File: src/diag_frame_params.svh
// Constants of the slave diagnostics frame builder.
// Assumes one clock domain and inclusion by package and design files.
// Function
// - Diagnostics frame never exceeds 32 bytes
// - Diagnostics interrupt is the only interrupt
// - No interrupts with DPV0 master or mode
// - Enabled interrupt on incoming or outgoing event
// - Status byte 0 bit 1: starting up
// - Bit 2: configuration mismatch from master
// - Bit 3: group flag, any pending diagnostics
// - Bit 4: requested function not supported
// - Bit 6: slave type mismatch
// - Bit 7: parameterized by another master
// - Status byte 1 bit 2 always one
`ifndef DIAG_FRAME_PARAMS_SVH
`define DIAG_FRAME_PARAMS_SVH

// ****************************************************************
// Frame layout
// ****************************************************************
`define FRAME_MAX_LEN     6'h20
`define FRAME_DEPTH       32
`define ADDR_STATUS1      5'h00
`define ADDR_STATUS2      5'h01
`define ADDR_STATUS3      5'h02
`define STATUS_RESET      8'h00
`define EVENT_WIDTH       8
`define RD_LATENCY        2

// ****************************************************************
// Station status bit positions
// ****************************************************************
`define S1_NO_REACH       0
`define S1_NOT_READY      1
`define S1_CFG_FAULT      2
`define S1_EXT_DIAG       3
`define S1_NOT_SUPP       4
`define S1_BAD_RESP       5
`define S1_TYPE_FAULT     6
`define S1_OTHER_MASTER   7
`define S2_PRESENT        2

`endif

File: src/diag_frame_pkg.sv
// Types shared by the diagnostics frame builder.
// Assumes the constants header sits in the same folder.
package diag_frame_pkg;
    `include "diag_frame_params.svh"
    typedef logic [7:0]                 byte_t;
    typedef logic [4:0]                 addr_t;
    typedef logic [5:0]                 len_t;
    typedef logic [`EVENT_WIDTH-1:0]    event_t;
endpackage

File: src/frame_mem_if.sv
// Carrier between the frame builder and its byte store.
// Assumes both ends share one clock.
interface frame_mem_if;
    import diag_frame_pkg::*;
    logic   wr_en;
    addr_t  wr_addr;
    byte_t  wr_data;
    addr_t  rd_addr;
    byte_t  rd_data;
    modport ctrl (output wr_en, output wr_addr, output wr_data,
                  output rd_addr, input rd_data);
    modport mem  (input wr_en, input wr_addr, input wr_data,
                  input rd_addr, output rd_data);
endinterface

File: src/fieldbus_slave_diag_status.sv
// Builds the slave diagnostics frame and the diagnostics interrupt.
// Assumes all inputs synchronous to clk; reads come from the link side.
`include "diag_frame_params.svh"
module fieldbus_slave_diag_status
    import diag_frame_pkg::*;
(
    input  wire logic   clk,
    input  wire logic   resetn,
    input  wire logic   dpv1_mode,
    input  wire logic   diag_int_enable,
    input  wire event_t diag_events,
    input  wire logic   starting_up,
    input  wire logic   cfg_mismatch,
    input  wire logic   unsupported_req,
    input  wire logic   type_mismatch,
    input  wire logic   foreign_master,
    input  wire len_t   req_len,
    input  wire logic   ext_wr_en,
    input  wire addr_t  ext_wr_addr,
    input  wire byte_t  ext_wr_data,
    input  wire logic   rd_req,
    input  wire addr_t  rd_addr,
    input  wire logic   int_ack,
    output logic        rd_valid,
    output byte_t       rd_data,
    output len_t        frame_len,
    output byte_t       station_state_byte_first,
    output logic        diag_int,
    output logic        int_incoming
);
    frame_mem_if        mem_bus ();

    event_t  diag_prev_reg;
    byte_t   station_state_byte_first_reg;
    byte_t   station_state_byte_first_next;
    byte_t   status2_reg;
    len_t    frame_len_reg;
    logic    diag_int_reg;
    logic    int_incoming_reg;
    logic    rd_p1_reg;
    addr_t   rd_addr_p1_reg;
    logic    rd_valid_reg;
    byte_t   rd_data_reg;
    logic    diag_change;
    logic    int_set;

    frame_mem u_mem (
        .clk    (clk),
        .resetn (resetn),
        .port   (mem_bus)
    );

    // ****************************************************************
    // Station status bytes
    // ****************************************************************
    // Bits 0 and 5 belong to the master's copy, never set here
    always_comb begin
        station_state_byte_first_next = `STATUS_RESET;
        station_state_byte_first_next[`S1_NO_REACH]   = 1'b0;
        station_state_byte_first_next[`S1_NOT_READY]  = starting_up;
        station_state_byte_first_next[`S1_CFG_FAULT]  = cfg_mismatch;
        station_state_byte_first_next[`S1_EXT_DIAG]   = |diag_events;
        station_state_byte_first_next[`S1_NOT_SUPP]   =
            unsupported_req;
        station_state_byte_first_next[`S1_BAD_RESP]   = 1'b0;
        station_state_byte_first_next[`S1_TYPE_FAULT] = type_mismatch;
        station_state_byte_first_next[`S1_OTHER_MASTER] =
            foreign_master;
    end

    always_ff @(posedge clk) begin
        if (!resetn) begin
            station_state_byte_first_reg <= `STATUS_RESET;
            status2_reg                  <= `STATUS_RESET;
        end else begin
            station_state_byte_first_reg <= station_state_byte_first_next;
            status2_reg                  <= `STATUS_RESET;
            status2_reg[`S2_PRESENT]     <= 1'b1;
        end
    end

    // ****************************************************************
    // Frame length cap
    // ****************************************************************
    // A longer request is clipped rather than refused
    always_ff @(posedge clk) begin
        if (!resetn) begin
            frame_len_reg <= `FRAME_MAX_LEN;
        end else if (req_len > `FRAME_MAX_LEN) begin
            frame_len_reg <= `FRAME_MAX_LEN;
        end else begin
            frame_len_reg <= req_len;
        end
    end

    // ****************************************************************
    // Diagnostics interrupt
    // ****************************************************************
    assign diag_change = (diag_events != diag_prev_reg);
    // Only one interrupt kind exists; DPV0 operation mutes it
    assign int_set = diag_change && diag_int_enable
                     && dpv1_mode;

    always_ff @(posedge clk) begin
        if (!resetn) begin
            diag_prev_reg <= '0;
        end else begin
            diag_prev_reg <= diag_events;
        end
    end

    // A new event in the acknowledge cycle keeps the request standing
    always_ff @(posedge clk) begin
        if (!resetn) begin
            diag_int_reg     <= 1'b0;
            int_incoming_reg <= 1'b0;
        end else if (int_set) begin
            diag_int_reg     <= 1'b1;
            int_incoming_reg <= |(diag_events & ~diag_prev_reg);
        end else if (int_ack) begin
            diag_int_reg     <= 1'b0;
        end
    end

    // ****************************************************************
    // Frame store and read path
    // ****************************************************************
    // Status bytes are built here, so writes to them are dropped
    assign mem_bus.wr_en   = ext_wr_en && (ext_wr_addr > `ADDR_STATUS3);
    assign mem_bus.wr_addr = ext_wr_addr;
    assign mem_bus.wr_data = ext_wr_data;
    assign mem_bus.rd_addr = rd_addr;

    always_ff @(posedge clk) begin
        if (!resetn) begin
            rd_p1_reg      <= 1'b0;
            rd_addr_p1_reg <= `ADDR_STATUS1;
        end else begin
            rd_p1_reg      <= rd_req;
            rd_addr_p1_reg <= rd_addr;
        end
    end

    // Bytes at or past the frame length read as zero
    always_ff @(posedge clk) begin
        if (!resetn) begin
            rd_valid_reg <= 1'b0;
            rd_data_reg  <= `STATUS_RESET;
        end else begin
            rd_valid_reg <= rd_p1_reg;
            if (!rd_p1_reg) begin
                rd_data_reg <= `STATUS_RESET;
            end else if ({1'b0, rd_addr_p1_reg} >= frame_len_reg) begin
                rd_data_reg <= `STATUS_RESET;
            end else begin
                case (rd_addr_p1_reg)
                    `ADDR_STATUS1: rd_data_reg <= station_state_byte_first_reg;
                    `ADDR_STATUS2: rd_data_reg <= status2_reg;
                    `ADDR_STATUS3: rd_data_reg <= `STATUS_RESET;
                    default:       rd_data_reg <= mem_bus.rd_data;
                endcase
            end
        end
    end

    assign rd_valid                 = rd_valid_reg;
    assign rd_data                  = rd_data_reg;
    assign frame_len                = frame_len_reg;
    assign station_state_byte_first = station_state_byte_first_reg;
    assign diag_int                 = diag_int_reg;
    assign int_incoming             = int_incoming_reg;
endmodule

File: src/frame_mem.sv
// Byte store for the diagnostics frame, registered read data.
// Assumes a synchronous active-low reset and one clock.
`include "diag_frame_params.svh"
module frame_mem
    import diag_frame_pkg::*;
(
    input  wire logic   clk,
    input  wire logic   resetn,
    frame_mem_if.mem    port
);
    byte_t  mem_reg [`FRAME_DEPTH];
    byte_t  rd_data_reg;

    // ****************************************************************
    // Storage
    // ****************************************************************
    // No reset on the array keeps it a plain memory
    always_ff @(posedge clk) begin
        if (port.wr_en) begin
            mem_reg[port.wr_addr] <= port.wr_data;
        end
    end

    always_ff @(posedge clk) begin
        if (!resetn) begin
            rd_data_reg <= `STATUS_RESET;
        end else begin
            rd_data_reg <= mem_reg[port.rd_addr];
        end
    end

    assign port.rd_data = rd_data_reg;
endmodule

File: config.mk
export PLATFORM = sky130hd
export DESIGN_NAME = fieldbus_slave_diag_status
export DESIGN_NICKNAME = d
export VERILOG_FILES = /design/src/diag_frame_pkg.sv /design/src/frame_mem_if.sv /design/src/fieldbus_slave_diag_status.sv /design/src/frame_mem.sv
export VERILOG_INCLUDE_DIRS = /design/src
export SDC_FILE = /design/constraint.sdc
export NUM_CORES = 1
export LEC_CHECK = 0
export ABC_AREA = 1
export BUFFER_PORTS_ARGS = -buffer_cell sky130_fd_sc_hd__buf_2
export CAP_MARGIN = 10
export CELL_PAD_IN_SITES_DETAIL_PLACEMENT = 1
export CELL_PAD_IN_SITES_GLOBAL_PLACEMENT = 2
export CORE_MARGIN = 2
export CORE_UTILIZATION = 25
export CTS_CLUSTER_SIZE = 12
export DETAILED_ROUTE_END_ITERATION = 12
export GPL_TIMING_DRIVEN = 0
export PLACE_DENSITY = 0.51
export SYNTH_ARGS = -nofsm -noshare
export SYNTH_HDL_FRONTEND = slang
export SYNTH_HIERARCHICAL = 1
export SYNTH_SLANG_ARGS = --single-unit
File: constraint.sdc
create_clock -name clk -period 3.2 [get_ports clk]
set_input_delay 0.32 -clock clk [delete_from_list [all_inputs] [get_ports clk]]
set_output_delay 0.32 -clock clk [all_outputs]
set_load 0.005 [all_outputs]
==> run summary <==
Worst path slowest cell - nor2_1
Vias in the first global route - 8813
Crit path time final - 2090 ps
CP Max Fanout - 8
Syn Area/Cell - 10.7 µm²
Final Cell Area - 15000 µm²
Syn. warnings - 6
Die X - 226 µm
FF-to-FF setup slack - 1830 ps
Sw Pwr - 2.19 mW
Via count - 8510
Total I/O pin count - 69
Startpoint Class - input pin
Status - complete, no violations
Root buffer cell - clkbuf_16
# clock sinks - 302
Required @ worst endpoint - 3370 ps
Max reg flops - 256
Final Net Count - 1337
TritonCTS clock tree - yes
Final number of hold-violating endpoints - 0
Global Route Usage Sum - 16.5%
Gate power share - 7.2%
H-Tree Depth - 2
Clk pwr share - 45.4%
Sequential power share - 47.4%
Routed Antenna Nets - 0
CTS Buf Count - 38
Final WL - 41000 µm
RR Startpoint - u_mem/mem_reg[21][7]
FMAX - 479 MHz
Post-place instance area - 13500 µm²
Diode count - 0
Worst skew pair latency - 560 ps
P&R area growth vs syn - 21.2%
CP startpoint - ext_wr_addr[3]
Global route overflow - 0
Worst Skew - 11.8 ps
Gp weighted congestion - 0.730
Worst VDD drop - 268 µV
Site row count - 81
Wire length per cell - 20.8 µm
Fraction of layout cells with a size suffix above 1 - 13.1%
Reg2Reg Capture Point - u_mem/port.rd_data[7]
Least-Margin Pin Slew - 1090 ps
Pwr Density - 615 nW/µm²
Reg2reg path depth - 8
Max Slew Vio Count - 0
Fill count - 5526
Worst-path clk slew - 60 ps
CP arrival - 2260 ps
Max Root-Sink Buffers - 3
# DRC - 0
Multi-input logic area - 3170 µm²
PostCTS Resize Cnt - 0
Critical path endpoint category - flop
Dpl hpwl - 27400 µm
Sw Share - 23.8%
Kind of critical path - in -> reg
Internal - 7.01 mW
Via/cell ratio - 4.32
Initial antenna violation count - 0
Pin count of the biggest net entering global routing - 33
Mapped Cells - 1149
First-pass GRT wire length - 59800 µm
Drt initial violations - 506
Critical Path End - u_mem/mem_reg[25][7]
IO buf count - 66
Total negative slack - 0 ps
Most frequent CP cell - nand2_1
First drt pass iteration count - 7
HP Class - in -> reg
Register Area - 8610 µm²
Distinct cells, synth - 29
Die area - 51200 µm²
Max_cap viols - 0
Leak Pwr - 5.79 nW
Unrepaired setup endpoints after global routing - no
CP Cell Sequence - buf_2 > nor3_1 > nand2_1 > nand2_1 > inv_1 > nand3_1 > nor2_1
Core box area - 48800 µm²
Worst path max stage delay - 1030 ps
Slew margin rel. - 27.1%
Yosys reg bits - 302
Tcrit/Tclk final - 65.2%
Synthesized area - 12300 µm²
Register area share after synthesis - 69.7%
Die H - 226 µm
Final Total Pwr - 9.20 mW
Setup violators final - 0
Initial Util - 25.3%
per-layer routing:
metal / wire (µm) / vias up / GRT usage [%] / share of wire, %
li1: - / 4129 / - / -
met1: 20000 / 4187 / 22.9 / 49
met2: 18800 / 142 / 26.6 / 46
met3: 1250 / 52 / 2.26 / 3.1
met4: 902 / 0 / 5.14 / 2.2
met5: 0 / - / 0 / 0
worst max-delay path: cells and delay by family:
family / cells / cell delay (ps)
buffers and inverters: 2 / 240
AND/OR/NAND/NOR: 5 / 1680
cell usage after synthesis, drive strengths merged:
master / instances / area share (%)
a21oi: 3 / 0.12
inv: 58 / 1.8
nand4: 1 / 0.051
nand3: 189 / 7.7
nor2: 119 / 3.7
clkbuf: 9 / 0.27
nor3: 2 / 0.17
edfxtp: 256 / 62
a41oi: 1 / 0.071
o21ai: 26 / 1.1
conb: 1 / 0.030
buf: 49 / 2.4
clkinv: 6 / 0.19
nand2: 369 / 11
dfxtp: 46 / 7.5
nand3b: 1 / 0.061
ha: 13 / 1.3
placed cells by master, fill, tap and decap left out, drive strengths merged:
cell and instances:
nand2 369, edfxtp 256, nand3 189, nor2 119, buf 115, inv 58
clkbuf 57, dfxtp 46, o21ai 26, dlygate4sd3 24, clkinv 21, ha 13
a21oi 3, bufinv 3, conb 2, clkinvlp 2, nor3 2, nand3b 1
nand4 1, a41oi 1
what timing repair did:
item	4_1_cts	5_1_grt
hold buffers	24	0
buffers inserted	0	0
endpoints found under the hold margin	24	0
setup endpoints to repair	0	0
per-stage QoR:
stage / worst slack, ps / instances / utilization (%) / hold slack [ps]
after floorplan: 1670 / 1150 / - / 348
after global placement: 558 / 1880 / 27.7 / 434
after detailed placement: 552 / 1880 / 27.7 / 435
after CTS: 1100 / 1972 / 30.6 / 1.70
after global routing: 921 / 1972 / 30.6 / 18.4
final: 1110 / 1972 / 30.6 / 23.3
logic make-up (layout without fill, tap and decap cells):
logic type      Yosys count  after routing  share of synthesized area [%]
flops                   302            302                           69.7
fa+ha+maj                13             13                           1.32
buf+inv                 122            280                           4.63
compound gates           30             30                           1.25
simple gates            681            681                           23.0
other cells               1              2                         0.0304
worst min path at each step:
stage,startpoint,end,cells after the start
6_report,req_len[4],frame_len[4],3
5_1_grt,req_len[4],frame_len[4],3
4_1_cts,req_len[4],frame_len[4],3
3_5_place_dp,u_mem/port.rd_data[5],rd_data[5],2
3_3_place_gp,u_mem/port.rd_data[0],rd_data[0],2
2_1_floorplan,resetn,status2_reg[2],0
layout make-up:
| type | instances | share of cell area [%] |
|---|---|---|
| Buffer | 58 | 2.21 |
| Clock buffer | 48 | 6.75 |
| Clock inverter | 20 | 1.31 |
| Inverter | 64 | 1.61 |
| Multi-Input combinational cell | 726 | 21.2 |
| Sequential cell | 302 | 57.6 |
| Tap cell | 664 | 5.56 |
| Timing Repair Buffer | 90 | 3.82 |
power by group through the flow:
stage          combinational (mW)  clock [mW]  sequential (mW)
2_1_floorplan               0.334           0             4.44
3_3_place_gp                0.659           0             4.44
3_5_place_dp                0.662           0             4.44
4_1_cts                     0.687        4.31             4.36
5_1_grt                     0.753        4.46             4.36
6_report                    0.666        4.18             4.36
Power figures use the tool's default switching activity.
